--- src/ctu_params.svh ---
// Register map, field positions, reset values and timing counts.
`ifndef CTU_PARAMS_SVH
`define CTU_PARAMS_SVH
`define CTU_OFF_CTRL        12'h000
`define CTU_OFF_AUTO_PIN    12'h004
`define CTU_OFF_ACQ_CFG0    12'h008
`define CTU_OFF_ACQ_CFG1    12'h00C
`define CTU_OFF_ACQ_CFG2    12'h010
`define CTU_OFF_ACQ_CFG3    12'h014
`define CTU_OFF_STATUS      12'h018
`define CTU_OFF_PIN_FUNC0   12'h01C
`define CTU_OFF_PIN_FUNC1   12'h020
`define CTU_OFF_PIN_FUNC2   12'h024
`define CTU_OFF_STATE_IN    12'h028
`define CTU_OFF_STATE_OUT   12'h02C
`define CTU_OFF_DISCHARGE   12'h05C
`define CTU_CTRL_AUTO_EN    0
`define CTU_CTRL_DMA_EN     1
`define CTU_CTRL_NOTIFY_EN  2
`define CTU_ST_ACTIVE       0
`define CTU_ST_CHANGED      1
`define CTU_ST_OUT_VALID    2
`define CTU_DIS_FORCE_LSB   24
`define CTU_DIS_SOURCE_GLOBAL_ENABLE        23
`define CTU_DIS_VREF_SEL    17
`define CTU_DIS_RREF_SEL    16
`define CTU_DIS_TRIM_LSB    8
`define CTU_DIS_SRC_LSB     0
`define CTU_DIS_RESET       32'h0000_0000
`define CTU_DIS_WMASK       32'hFF83_1FFF
`define CTU_CFG1_RESET      32'h0000_00FF
`define CTU_PIN_MODE_DMA    3'h1
`define CTU_CLK_NS          10
`define CTU_SETTLE_NS       100
`define CTU_SETTLE_CYC ((`CTU_SETTLE_NS + `CTU_CLK_NS - 1) / `CTU_CLK_NS)
`endif

--- src/ctu_pkg.sv ---
// Types shared by the touch acquisition unit, its checker and its testbench.
package ctu_pkg;
  typedef enum logic [2:0] {
    ctu_idle    = 3'h0,
    ctu_settle  = 3'h1,
    ctu_measure = 3'h3,
    ctu_decide  = 3'h2,
    ctu_req_in  = 3'h7,
    ctu_update  = 3'h5,
    ctu_push    = 3'h4
  } ctu_state_t;

  typedef struct packed {
    logic [7:0] force_mask;
    logic       source_global_enable;
    logic [4:0] zero_a;
    logic       vref_sel;
    logic       rref_sel;
    logic [2:0] zero_b;
    logic [4:0] trim;
    logic [7:0] sources;
  } ctu_discharge_t;

  typedef struct packed {
    logic [15:0] count;
    logic [15:0] reference;
  } ctu_word_t;
endpackage

--- src/ctu_buf.sv ---
// Two-entry valid/ready buffer for updated state words.
`timescale 1ns/10ps
module ctu_buf #(
  parameter int WIDTH = 32
) (
  input  wire logic             clock,
  input  wire logic             reset,
  input  wire logic             in_valid,
  output logic                  in_ready,
  input  wire logic [WIDTH-1:0] in_data,
  output logic                  out_valid,
  input  wire logic             out_ready,
  output logic [WIDTH-1:0]      out_data
);
  logic [WIDTH-1:0] slot [2];
  logic [WIDTH-1:0] next_slot [2];
  logic [1:0]       fill;
  logic [1:0]       next_fill;
  logic             push;
  logic             pop;

  // Slot 0 is always the head, so the output is a plain register.
  always_comb begin
    push         = in_valid && in_ready;
    pop          = out_valid && out_ready;
    next_slot[0] = slot[0];
    next_slot[1] = slot[1];
    next_fill    = fill;
    if (pop) begin
      next_slot[0] = slot[1];
    end
    if (push) begin
      if (fill == 2'h0 || (fill == 2'h1 && pop)) begin
        next_slot[0] = in_data;
      end else begin
        next_slot[1] = in_data;
      end
    end
    next_fill = fill + {1'b0, push} - {1'b0, pop};
  end

  // Flags are registered so that full and empty never glitch.
  always_ff @(posedge clock) begin
    if (reset) begin
      fill      <= 2'h0;
      in_ready  <= 1'b1;
      out_valid <= 1'b0;
    end else begin
      fill      <= next_fill;
      in_ready  <= (next_fill != 2'h2);
      out_valid <= (next_fill != 2'h0);
    end
    slot[0] <= next_slot[0];
    slot[1] <= next_slot[1];
  end

  assign out_data = slot[0];
endmodule

--- src/ctu_top.sv ---
// Capacitive touch acquisition unit with APB registers and DMA handshake.
//
// Operation
// - Once enabled, the autonomous sensor is measured over and over.
// - Its active state shows in status, with an optional change event.
// - Autonomous acquisition runs until disabled or reset, pausing while a DMA pin awaits its word or buffer room.
// - After a count on a DMA pin, the unit requests that pin's state word.
// - The count and the received word form an updated output word.
// - A set force bit keeps its discharge source on continuously.
// - Bit 23 switches the whole discharge source circuit on or off.
// - Bit 17 picks band-gap or one third of supply as reference.
// - Bit 16 picks external or internal reference resistor.
// - A 5-bit trim sets the discharge current, 0x00 least, 0x1F most.
// - Each source enable lets its source run during acquisition.
`timescale 1ns/10ps
`include "ctu_params.svh"
module ctu_top #(
  parameter int PINS = 32
) (
  input  wire logic              clock,
  input  wire logic              reset,
  input  wire logic              psel,
  input  wire logic              penable,
  input  wire logic              pwrite,
  input  wire logic [11:0]       paddr,
  input  wire logic [31:0]       pwdata,
  output logic                   pready,
  output logic                   pslverr,
  output logic [31:0]            prdata,
  input  wire logic              sense_high,
  output logic [4:0]             sensor_select,
  output logic                   charge_on,
  output logic [7:0]             source_on,
  output logic                   reference_voltage_select,
  output logic                   reference_resistor_select,
  output logic [4:0]             discharge_trim,
  output logic                   change_event,
  output logic                   dma_in_req,
  output logic                   dma_out_req
);
  ctu_pkg::ctu_state_t     state;
  ctu_pkg::ctu_state_t     next_state;
  ctu_pkg::ctu_discharge_t dis;
  ctu_pkg::ctu_discharge_t next_dis;
  ctu_pkg::ctu_word_t      word_in;
  ctu_pkg::ctu_word_t      next_word_in;
  ctu_pkg::ctu_word_t      upd_word;
  ctu_pkg::ctu_word_t      next_upd_word;
  ctu_pkg::ctu_word_t      buf_head;
  logic [2:0]              ctrl;
  logic [2:0]              next_ctrl;
  logic [4:0]              auto_pin;
  logic [4:0]              next_auto_pin;
  logic [31:0]             cfg [4];
  logic [31:0]             next_cfg [4];
  logic [PINS-1:0]         pin_func [3];
  logic [PINS-1:0]         next_pin_func [3];
  logic                    active;
  logic                    next_active;
  logic                    changed;
  logic                    next_changed;
  logic                    in_full;
  logic                    next_in_full;
  logic [15:0]             count;
  logic [15:0]             next_count;
  logic [4:0]              pin;
  logic [4:0]              next_pin;
  logic                    doing_auto;
  logic                    next_doing_auto;
  logic [15:0]             gap;
  logic [15:0]             next_gap;
  logic                    next_pready;
  logic                    next_pslverr;
  logic [31:0]             next_prdata;
  logic                    next_change_event;
  logic [7:0]              next_source_on;
  logic                    wr_done;
  logic                    rd_done;
  logic                    setup;
  logic                    buf_valid;
  logic                    buf_ready;
  logic                    pop_out;
  logic                    change_now;
  logic [4:0]              next_dma_pin;
  logic                    have_dma_pin;

  // Tells whether an offset belongs to the register map.
  function automatic logic mapped(input logic [11:0] a);
    case (a)
      `CTU_OFF_CTRL, `CTU_OFF_AUTO_PIN, `CTU_OFF_ACQ_CFG0,
      `CTU_OFF_ACQ_CFG1, `CTU_OFF_ACQ_CFG2, `CTU_OFF_ACQ_CFG3,
      `CTU_OFF_STATUS, `CTU_OFF_PIN_FUNC0, `CTU_OFF_PIN_FUNC1,
      `CTU_OFF_PIN_FUNC2, `CTU_OFF_STATE_IN, `CTU_OFF_STATE_OUT,
      `CTU_OFF_DISCHARGE: mapped = 1'b1;
      default: mapped = 1'b0;
    endcase
  endfunction

  // Three pin function bits together give a pin's mode.
  function automatic logic is_dma_pin(input logic [4:0] p);
    is_dma_pin = {pin_func[2][p], pin_func[1][p], pin_func[0][p]}
                 == `CTU_PIN_MODE_DMA;
  endfunction

  // Moves the stored reference one step toward the new count.
  function automatic ctu_pkg::ctu_word_t combine(
    input ctu_pkg::ctu_word_t w,
    input logic [15:0]        c
  );
    combine.count     = c;
    combine.reference = w.reference;
    if (c > w.reference) begin
      combine.reference = w.reference + 16'h0001;
    end else if (c < w.reference) begin
      combine.reference = w.reference - 16'h0001;
    end
  endfunction

  // The slave waits one cycle so that read data leaves a flip-flop.
  always_comb begin
    setup   = psel && !penable;
    wr_done = psel && penable && pready && pwrite && !pslverr;
    rd_done = psel && penable && pready && !pwrite && !pslverr;
    pop_out = rd_done && paddr == `CTU_OFF_STATE_OUT;
    next_pready  = setup;
    next_pslverr = setup && !mapped(paddr);
    next_prdata  = 32'h0000_0000;
    if (setup && !pwrite) begin
      case (paddr)
        `CTU_OFF_CTRL:      next_prdata = {29'h0, ctrl};
        `CTU_OFF_AUTO_PIN:  next_prdata = {27'h0, auto_pin};
        `CTU_OFF_ACQ_CFG0:  next_prdata = cfg[0];
        `CTU_OFF_ACQ_CFG1:  next_prdata = cfg[1];
        `CTU_OFF_ACQ_CFG2:  next_prdata = cfg[2];
        `CTU_OFF_ACQ_CFG3:  next_prdata = cfg[3];
        `CTU_OFF_STATUS:    next_prdata = {29'h0, buf_valid, changed,
                                           active};
        `CTU_OFF_PIN_FUNC0: next_prdata = 32'(pin_func[0]);
        `CTU_OFF_PIN_FUNC1: next_prdata = 32'(pin_func[1]);
        `CTU_OFF_PIN_FUNC2: next_prdata = 32'(pin_func[2]);
        `CTU_OFF_STATE_OUT: next_prdata = buf_head;
        `CTU_OFF_DISCHARGE: next_prdata = dis;
        default:            next_prdata = 32'h0000_0000;
      endcase
    end
  end

  always_ff @(posedge clock) begin
    if (reset) begin
      pready  <= 1'b0;
      pslverr <= 1'b0;
      prdata  <= 32'h0000_0000;
    end else begin
      pready  <= next_pready;
      pslverr <= next_pslverr;
      prdata  <= next_prdata;
    end
  end

  // Software-written configuration; a write to the state word input
  // stands for the DMA delivery the unit asked for.
  always_comb begin
    next_ctrl     = ctrl;
    next_auto_pin = auto_pin;
    next_dis      = dis;
    next_cfg      = cfg;
    next_pin_func = pin_func;
    next_word_in  = word_in;
    next_in_full  = in_full && state != ctu_pkg::ctu_update;
    if (wr_done) begin
      case (paddr)
        `CTU_OFF_CTRL:      next_ctrl = pwdata[2:0];
        `CTU_OFF_AUTO_PIN:  next_auto_pin = pwdata[4:0];
        `CTU_OFF_ACQ_CFG0:  next_cfg[0] = pwdata;
        `CTU_OFF_ACQ_CFG1:  next_cfg[1] = pwdata;
        `CTU_OFF_ACQ_CFG2:  next_cfg[2] = pwdata;
        `CTU_OFF_ACQ_CFG3:  next_cfg[3] = pwdata;
        `CTU_OFF_PIN_FUNC0: next_pin_func[0] = pwdata[PINS-1:0];
        `CTU_OFF_PIN_FUNC1: next_pin_func[1] = pwdata[PINS-1:0];
        `CTU_OFF_PIN_FUNC2: next_pin_func[2] = pwdata[PINS-1:0];
        `CTU_OFF_STATE_IN: begin
          next_word_in = pwdata;
          next_in_full = 1'b1;
        end
        `CTU_OFF_DISCHARGE: next_dis = pwdata & `CTU_DIS_WMASK;
        default: next_ctrl = ctrl;
      endcase
    end
  end

  always_ff @(posedge clock) begin
    if (reset) begin
      ctrl        <= 3'h0;
      auto_pin    <= 5'h00;
      dis         <= `CTU_DIS_RESET;
      cfg[0]      <= 32'h0000_0000;
      cfg[1]      <= `CTU_CFG1_RESET;
      cfg[2]      <= 32'h0000_0000;
      cfg[3]      <= 32'h0000_0000;
      pin_func[0] <= '0;
      pin_func[1] <= '0;
      pin_func[2] <= '0;
      word_in     <= 32'h0000_0000;
      in_full     <= 1'b0;
    end else begin
      ctrl     <= next_ctrl;
      auto_pin <= next_auto_pin;
      dis      <= next_dis;
      cfg      <= next_cfg;
      pin_func <= next_pin_func;
      word_in  <= next_word_in;
      in_full  <= next_in_full;
    end
  end

  // Finds the next DMA-driven pin above the current one, wrapping.
  always_comb begin
    next_dma_pin = pin;
    have_dma_pin = 1'b0;
    for (int i = PINS; i >= 1; i--) begin
      if (is_dma_pin(5'((32'(pin) + i) % PINS))) begin
        next_dma_pin = 5'((32'(pin) + i) % PINS);
        have_dma_pin = 1'b1;
      end
    end
  end

  // Sequencer: the autonomous sensor and the DMA pins take turns.
  always_comb begin
    next_state      = state;
    next_count      = count;
    next_pin        = pin;
    next_doing_auto = doing_auto;
    next_gap        = gap;
    next_active     = active;
    next_upd_word   = upd_word;
    change_now      = 1'b0;
    case (state)
      ctu_pkg::ctu_idle: begin
        next_count = 16'h0000;
        if (gap != 16'h0000) begin
          next_gap = gap - 16'h0001;
        end else if (ctrl[`CTU_CTRL_AUTO_EN] &&
                     !(doing_auto && ctrl[`CTU_CTRL_DMA_EN] &&
                       have_dma_pin)) begin
          next_pin        = auto_pin;
          next_doing_auto = 1'b1;
          next_state      = ctu_pkg::ctu_settle;
        end else if (ctrl[`CTU_CTRL_DMA_EN] && have_dma_pin) begin
          next_pin        = next_dma_pin;
          next_doing_auto = 1'b0;
          next_state      = ctu_pkg::ctu_settle;
        end
      end
      ctu_pkg::ctu_settle: begin
        next_count = count + 16'h0001;
        if (count == 16'(`CTU_SETTLE_CYC - 1)) begin
          next_count = 16'h0000;
          next_state = ctu_pkg::ctu_measure;
        end
      end
      ctu_pkg::ctu_measure: begin
        // The count runs until the sensed line rises or the limit.
        next_count = count + 16'h0001;
        if (sense_high || count == cfg[1][15:0]) begin
          next_state = doing_auto ? ctu_pkg::ctu_decide
                                  : ctu_pkg::ctu_req_in;
        end
      end
      ctu_pkg::ctu_decide: begin
        next_active = count >= cfg[0][15:0];
        change_now  = next_active != active;
        next_gap    = cfg[2][15:0];
        next_state  = ctu_pkg::ctu_idle;
      end
      ctu_pkg::ctu_req_in: begin
        if (in_full) begin
          next_state = ctu_pkg::ctu_update;
        end
      end
      ctu_pkg::ctu_update: begin
        next_upd_word = combine(word_in, count);
        next_state    = ctu_pkg::ctu_push;
      end
      ctu_pkg::ctu_push: begin
        // A full buffer holds the sequencer here, so no word is lost.
        if (buf_ready) begin
          next_gap   = cfg[2][15:0];
          next_state = ctu_pkg::ctu_idle;
        end
      end
      default: next_state = ctu_pkg::ctu_idle;
    endcase
    // Disabling both modes stops any scan at once; words already queued remain.
    if (!ctrl[`CTU_CTRL_AUTO_EN] && !ctrl[`CTU_CTRL_DMA_EN]) begin
      next_state = ctu_pkg::ctu_idle;
      next_gap   = 16'h0000;
    end
    next_changed = change_now ||
                   (changed && !(rd_done &&
                                 paddr == `CTU_OFF_STATUS));
  end

  always_ff @(posedge clock) begin
    if (reset) begin
      state      <= ctu_pkg::ctu_idle;
      count      <= 16'h0000;
      pin        <= 5'h00;
      doing_auto <= 1'b0;
      gap        <= 16'h0000;
      active     <= 1'b0;
      changed    <= 1'b0;
      upd_word   <= 32'h0000_0000;
    end else begin
      state      <= next_state;
      count      <= next_count;
      pin        <= next_pin;
      doing_auto <= next_doing_auto;
      gap        <= next_gap;
      active     <= next_active;
      changed    <= next_changed;
      upd_word   <= next_upd_word;
    end
  end

  // Current source gating: global enable overrides force and enables.
  always_comb begin
    next_source_on = 8'h00;
    if (dis.source_global_enable) begin
      next_source_on = dis.force_mask |
                       (dis.sources &
                        {8{state == ctu_pkg::ctu_measure}});
    end
    next_change_event = change_now && ctrl[`CTU_CTRL_NOTIFY_EN];
  end

  always_ff @(posedge clock) begin
    if (reset) begin
      source_on                 <= 8'h00;
      reference_voltage_select  <= 1'b0;
      reference_resistor_select <= 1'b0;
      discharge_trim            <= 5'h00;
      change_event              <= 1'b0;
      sensor_select             <= 5'h00;
      charge_on                 <= 1'b0;
      dma_in_req                <= 1'b0;
    end else begin
      source_on                 <= next_source_on;
      reference_voltage_select  <= dis.vref_sel;
      reference_resistor_select <= dis.rref_sel;
      discharge_trim            <= dis.trim;
      change_event              <= next_change_event;
      sensor_select             <= next_pin;
      charge_on                 <= next_state == ctu_pkg::ctu_measure;
      dma_in_req                <= next_state == ctu_pkg::ctu_req_in &&
                                   !next_in_full;
    end
  end

  // Updated words queue here until the outgoing DMA channel reads them.
  ctu_buf #(
    .WIDTH (32)
  ) u_out_buf (
    .clock     (clock),
    .reset     (reset),
    .in_valid  (state == ctu_pkg::ctu_push),
    .in_ready  (buf_ready),
    .in_data   (upd_word),
    .out_valid (buf_valid),
    .out_ready (pop_out),
    .out_data  (buf_head)
  );

  assign dma_out_req = buf_valid;
endmodule

--- config.mk ---
export PLATFORM = sky130hd
export DESIGN_NAME = ctu_top
export DESIGN_NICKNAME = d
export VERILOG_FILES = /design/src/ctu_pkg.sv /design/src/ctu_buf.sv /design/src/ctu_top.sv
export VERILOG_INCLUDE_DIRS = /design/src
export SDC_FILE = /design/constraint.sdc
export NUM_CORES = 1
export LEC_CHECK = 0
export BUFFER_PORTS_ARGS = -buffer_cell sky130_fd_sc_hd__clkbuf_2
export CAP_MARGIN = 20
export CORE_AREA = 2 2 248 250
export DETAILED_ROUTE_END_ITERATION = 7
export DIE_AREA = 0 0 250 252
export SLEW_MARGIN = 20
export SYNTH_ARGS = -nofsm -noshare
export SYNTH_HDL_FRONTEND = slang
export SYNTH_SLANG_ARGS = --single-unit
--- constraint.sdc ---
create_clock -name clock -period 9.3 [get_ports clock]
set_clock_uncertainty 0.05 [all_clocks]
set_input_delay 0.93 -clock clock [delete_from_list [all_inputs] [get_ports clock]]
set_output_delay 0.93 -clock clock [all_outputs]
set_load 0.005 [all_outputs]
==> results of run 1 <==
-- per-stage QoR --
step / cell area, um^2 / std cells / util / power, W / setup WS [ps]
6_report: 29600 / 4086 / 0.493 / 0.00411 / 2750
2_1_floorplan: 26900 / 3284 / - / 0.00211 / 4040
3_5_place_dp: 27900 / 3992 / 0.465 / 0.00214 / 2860
5_1_grt: 29600 / 4086 / 0.493 / 0.00422 / 2340
3_3_place_gp: 27900 / 3992 / 0.465 / 0.00214 / 2890
4_1_cts: 29600 / 4085 / 0.492 / 0.00412 / 2850
-- final cells by class --
| cell class | count | share of cell area |
|---|---|---|
| multi-input combinational | 2503 | 0.539 |
| sequential | 468 | 0.327 |
| clock buffer | 68 | 0.0476 |
| timing repair buffer | 173 | 0.0362 |
| tap | 782 | 0.0330 |
| inverter | 67 | 0.00849 |
| clock inverter | 25 | 0.00832 |
-- path summary, 6_finish.rpt --
kind	startpoint	to	slack (ps)	depth (start not counted)
min reg2reg	cfg[123]$_SDFFE_PP0P_	cfg[123]$_SDFFE_PP0P_	400	2
min	cfg[123]$_SDFFE_PP0P_	cfg[123]$_SDFFE_PP0P_	400	2
max reg2reg	sensor_select[2]$_SDFFE_PP0P_	sensor_select[2]$_SDFFE_PP0P_	2750	15
max	sensor_select[2]$_SDFFE_PP0P_	sensor_select[2]$_SDFFE_PP0P_	2750	15
-- routing by layer --
| layer | up-vias | GRT usage |
|---|---|---|
| met5 | - | 0 |
| met4 | 0 | 0.185 |
| met3 | 254 | 0.0602 |
| met2 | 1454 | 0.556 |
| met1 | 13100 | 0.461 |
| li1 | 11900 | - |
-- placed cells by master (no fill, tap or decap), drive strengths merged, types with 29 or more instances in the layout --
cell type / count
inv: 69
dfxtp: 436
nor2b: 30
a222oi: 69
clkbuf: 174
buf: 67
nand3: 78
nand2: 736
edfxtp: 32
ha: 52
a21oi: 377
nor2: 164
mux2i: 84
nor4: 29
mux4: 71
a22oi: 34
a31oi: 52
nor3: 77
nor3b: 33
o21ai: 94
xnor2: 55
-- registers in the layout, indices dropped and copies added (netlist names), 2 cells and up --
register / cells
discharge_trim: 5
state: 3
pin_func: 96
upd_word: 32
gap: 16
sensor_select: 5
dis: 24
u_out_buf.slot: 64
count: 16
word_in: 16
prdata: 32
auto_pin: 5
ctrl: 3
u_out_buf.fill: 2
source_on: 8
cfg: 128
-- critical path, stage by stage (launching register included) --
cell,delay (ps)
dfxtp_1,310
buf_4,290
inv_1,100
ha_1,1010
clkinv_1,940
mux4_2,510
o22ai_1,180
nor3_1,130
a31oi_1,650
nand4b_1,390
or3_4,500
o311ai_4,400
and2_1,290
a21oi_1,100
o31a_1,120
o31ai_1,400
-- power groups by stage --
stage                     Combinational [W]  Sequential (W)  Clock [W]
after CTS                         0.0000750         0.00202    0.00202
after global placement            0.0000740         0.00207          0
after detailed placement          0.0000749         0.00207          0
after floorplan                   0.0000376         0.00207          0
after global routing              0.0000816         0.00202    0.00211
final                             0.0000796         0.00202    0.00200
-- cell families (layout without fill, tap and decap cells) --
family,Yosys count,in the layout,synth area share
XOR/XNOR,72,72,0.0238
flip-flops,468,468,0.361
AO/OA/AOI/OAI,844,844,0.206
AND/OR/NAND/NOR,1354,1354,0.235
adder cells (fa/ha/maj),52,52,0.0242
multiplexers,181,181,0.103
buffers and inverters,313,333,0.0481
==> flow_summary.json, run 1 <==
{
  "status": "completed",
  "synth-edff-count": 32,
  "synth_most_common_cell": "nand2_1",
  "wl_met3_um": 10300,
  "drc": 0,
  "num_vias": 26700,
  "yosysSeqAreaShare": 0.361,
  "power.net_switching_w": 0.000936,
  "swShare": 0.228,
  "yosys_warnings": 0,
  "detail_route.wirelength_um": 114000,
  "met1Wirelength_um": 45600,
  "num_rows": 90,
  "yosys_register_bits": 468,
  "yosys-top-cells-count": "735 x nand2_1, 436 x dfxtp_1, 376 x a21oi_1, 189 x clkbuf_1, 164 x nor2_1",
  "cp_data_arrival_time_ps": 6980,
  "regArea_um2": 9690,
  "nNetsFinal": 3366,
  "clock_latency_ps": 610,
  "drt-vias-per-instance": 6.55,
  "multi_input_area_um2": 16000,
  "cts_hold_buf": 0,
  "routabilityCongestion": 0.967,
  "grt_pass1_vias": 24600,
  "hold_slack_ps": 403,
  "tightestPinTransition_ps": 1140,
  "p_leak_nw": 10.1,
  "drive_gt1_frac": 0.134,
  "syn_nets": 3386,
  "port_buffers": 107,
  "ir_drop_uv": 147,
  "die_area_um2": 63000,
  "crit_type": "reg -> reg",
  "tns_ps": 0,
  "htreeDepth": 2,
  "synth_top_area_cell": "dfxtp_1",
  "core_area_um2": 60100,
  "grt_pass1_wl_um": 167000,
  "first_pass_iters": 8,
  "synthToLayoutAreaGrowth_pct": 10.3,
  "crit_path_end_kind": "register",
  "seqPwrFrac": 0.493,
  "gr-total-overflow": 0,
  "power_frac_clock": 0.488,
  "antenna_found_initial": 0,
  "cp-start-kind": "register",
  "combinationalPowerShare": 0.019,
  "setup_viol": 0,
  "syn_inst": 3284,
  "wl_met2_um": 51800,
  "netlist_area_um2": 26900,
  "clk_pin_slew_ps": 60,
  "cts.sinks": 468,
  "cp_max_fo": 24,
  "dp_hpwl_um": 83400,
  "synth-async-reset-ratio": 0,
  "drt_iter0_drc": 3350,
  "postSynthAreaPerCell_um2": 8.18,
  "synth_top_cell_area_share": 0.325,
  "final_hold_viol_count": 0,
  "dieWidth_um": 250,
  "ys_types": 107,
  "io_pins": 108,
  "relSlewSlack": 0.237,
  "postCtsSetupBuffers": 0,
  "wl_per_cell_um": 27.9,
  "max_cap_viol_count": 0,
  "timing.fmax_ghz": 0.153,
  "start_util": 0.447,
  "post-route-min-period_ps": 6550,
  "required_ps": 9730,
  "dr.max_layer_used": "met4",
  "rsz0062_at_grt": "no",
  "synth_top_cells_by_area": "dfxtp_1 32%, nand2_1 10%, a21oi_1 7.0%, mux4_2 5.9%, edfxtp_1 3.6%",
  "grt_max_degree": 222,
  "track_usage": 0.352,
  "finalCritPeriodShare": 0.705,
  "intPower_w": 0.00317,
  "hold_path.class": "reg -> reg",
  "ys.flop_type": "dfxtp_1",
  "clockBufferDepth": 3,
  "fillers": 5838,
  "cts-root-buf": "clkbuf_16",
  "diodes": 0,
  "tritoncts": "built",
  "p_per_area_nw_per_um2": 139,
  "final_antenna_net_count": 0,
  "die_h_um": 252,
  "slew_viol_final": 0,
  "ctsResizeCount": 0,
  "cts_buffers": 51
}
No activity file was read; power rests on OpenSTA's default activity.
==> inputs of run 2 (changes only) <==
clock period = 6.2 ns   (was 9.3 ns; I/O delays follow)
==> flow_summary.json, run 2 (synthesized netlist as in run 1, its figures left out) <==
{
  "detail_route.wirelength_um": 115000,
  "cts_buffers": 51,
  "antenna_found_initial": 1,
  "required_ps": 6620,
  "crit_chain": "inv_2 -> ha_2 -> buf_4 -> mux4_2 -> a32o_1 -> o211ai_2 -> o211a_2 -> nand4b_1 -> or3_4 -> o311ai_4 -> and2_1 -> a21oi_1 -> o31a_1 -> o31ai_1",
  "cts.sinks": 468,
  "final_cell_mix": "734 x nand2_1, 434 x dfxtp_1, 376 x a21oi_1",
  "clockBufferDepth": 3,
  "timing.fmax_ghz": 0.178,
  "biggestRegsByFlops": "cfg: 128 flops, pin_func: 96 flops, u_out_buf.slot: 64 flops",
  "port_buffers": 107,
  "relSlewSlack": 0.243,
  "grt_pass1_wl_um": 169000,
  "placed_area_um2": 28100,
  "die_h_um": 252,
  "largest-register": "cfg",
  "slew_viol_final": 0,
  "crit_path_end_kind": "register",
  "num_vias": 26700,
  "fillers": 5797,
  "nNetsFinal": 3391,
  "cp_slowest_cell": "ha_2",
  "wl_per_cell_um": 27.9,
  "critPathMaxStageDelay_ps": 690,
  "finalCritPeriodShare": 0.908,
  "post-route-min-period_ps": 5630,
  "tritoncts": "built",
  "hold_path.class": "in -> reg",
  "drt_iter0_drc": 3316,
  "largest_reg_flops": 128,
  "hold_slack_ps": 167,
  "ir_drop_uv": 237,
  "final_common_cell": "nand2_1",
  "fin_util": 0.498,
  "drive_gt1_frac": 0.142,
  "dp_hpwl_um": 83900,
  "fin_area_um2": 29900,
  "status": "completed",
  "p_per_area_nw_per_um2": 212,
  "start_util": 0.447,
  "setup_viol": 0,
  "tightestPinTransition_ps": 1130,
  "postCtsSetupBuffers": 0,
  "grt_pass1_vias": 25100,
  "synthToLayoutAreaGrowth_pct": 11.5,
  "clk_pin_slew_ps": 80,
  "io_pins": 108,
  "cp_data_arrival_time_ps": 6050,
  "final_antenna_net_count": 0,
  "gr-total-overflow": 0,
  "crit_type": "reg -> reg",
  "clock_latency_ps": 640,
  "setup_ws_ps": 571,
  "tns_ps": 0,
  "die_area_um2": 63000,
  "dieWidth_um": 250,
  "cp-start-kind": "register",
  "htreeDepth": 2,
  "first_pass_iters": 6,
  "num_rows": 90,
  "p_leak_nw": 10.3,
  "cts-root-buf": "clkbuf_16",
  "final_hold_viol_count": 0,
  "place_ws_ps": 268,
  "rsz0062_at_grt": "no",
  "drt-vias-per-instance": 6.49,
  "cp_max_fo": 38,
  "grt_max_degree": 166,
  "max_cap_viol_count": 0,
  "track_usage": 0.356,
  "core_area_um2": 60100,
  "drc": 0,
  "routabilityCongestion": 1.05
}
run 2: layout make-up:
cell class	count	area, um^2	share of cell area
timing repair buffer	198	1260	0.0421
sequential	468	9690	0.324
antenna	2	5.00	0.000167
clock inverter	26	325	0.0109
clock buffer	70	1460	0.0487
multi-input combinational	2503	16000	0.533
inverter	67	251	0.00840
tap	782	978	0.0327
run 2: repair_timing:
item	4_1_cts	5_1_grt
hold buffers	0	0
setup endpoints to repair	0	1
gates resized for setup	0	2
run 2: per-stage QoR:
| stage | power, W | cells |
|---|---|---|
| 2_1_floorplan | 0.00316 | 3284 |
| 3_3_place_gp | 0.00321 | 4016 |
| 3_5_place_dp | 0.00322 | 4018 |
| 4_1_cts | 0.00636 | 4114 |
| 5_1_grt | 0.00650 | 4115 |
| 6_report | 0.00634 | 4116 |
run 2: critical path: cells and delay by family, from the launching register on:
kind / cells / cell delay [ps]
AO/OA/AOI/OAI: 7 / 2110
AND/OR/NAND/NOR: 3 / 1020
adder cells (fa/ha/maj): 1 / 690
buffers and inverters: 2 / 570
multiplexers: 1 / 560
flip-flops: 1 / 490
run 2: per-layer routing:
metal,track usage,share of wire
met2,0.571,0.45
met1,0.472,0.40
met3,0.0579,0.093
met5,0,0
met4,0.161,0.051
run 2: worst paths after layout:
path         slack (ps)                     startpoint  depth (start not counted)                               to
max                 570  sensor_select[0]$_SDFFE_PP0P_                         14    sensor_select[2]$_SDFFE_PP0P_
min                 170                        penable                          2                pready$_SDFF_PP0_
max reg2reg         570  sensor_select[0]$_SDFFE_PP0P_                         14    sensor_select[2]$_SDFFE_PP0P_
min reg2reg         410      upd_word[16]$_SDFFE_PP0P_                          0  u_out_buf.slot[0][48]$_DFFE_PP_
run 2: report_power, final:
group | switching [W] | internal [W] | total (W)
Clock | 0.00135 | 0.00184 | 0.00319
Combinational | 0.000100 | 0.0000191 | 0.000119
Sequential | 0.000000262 | 0.00304 | 0.00304
Total | 0.00145 | 0.00489 | 0.00634
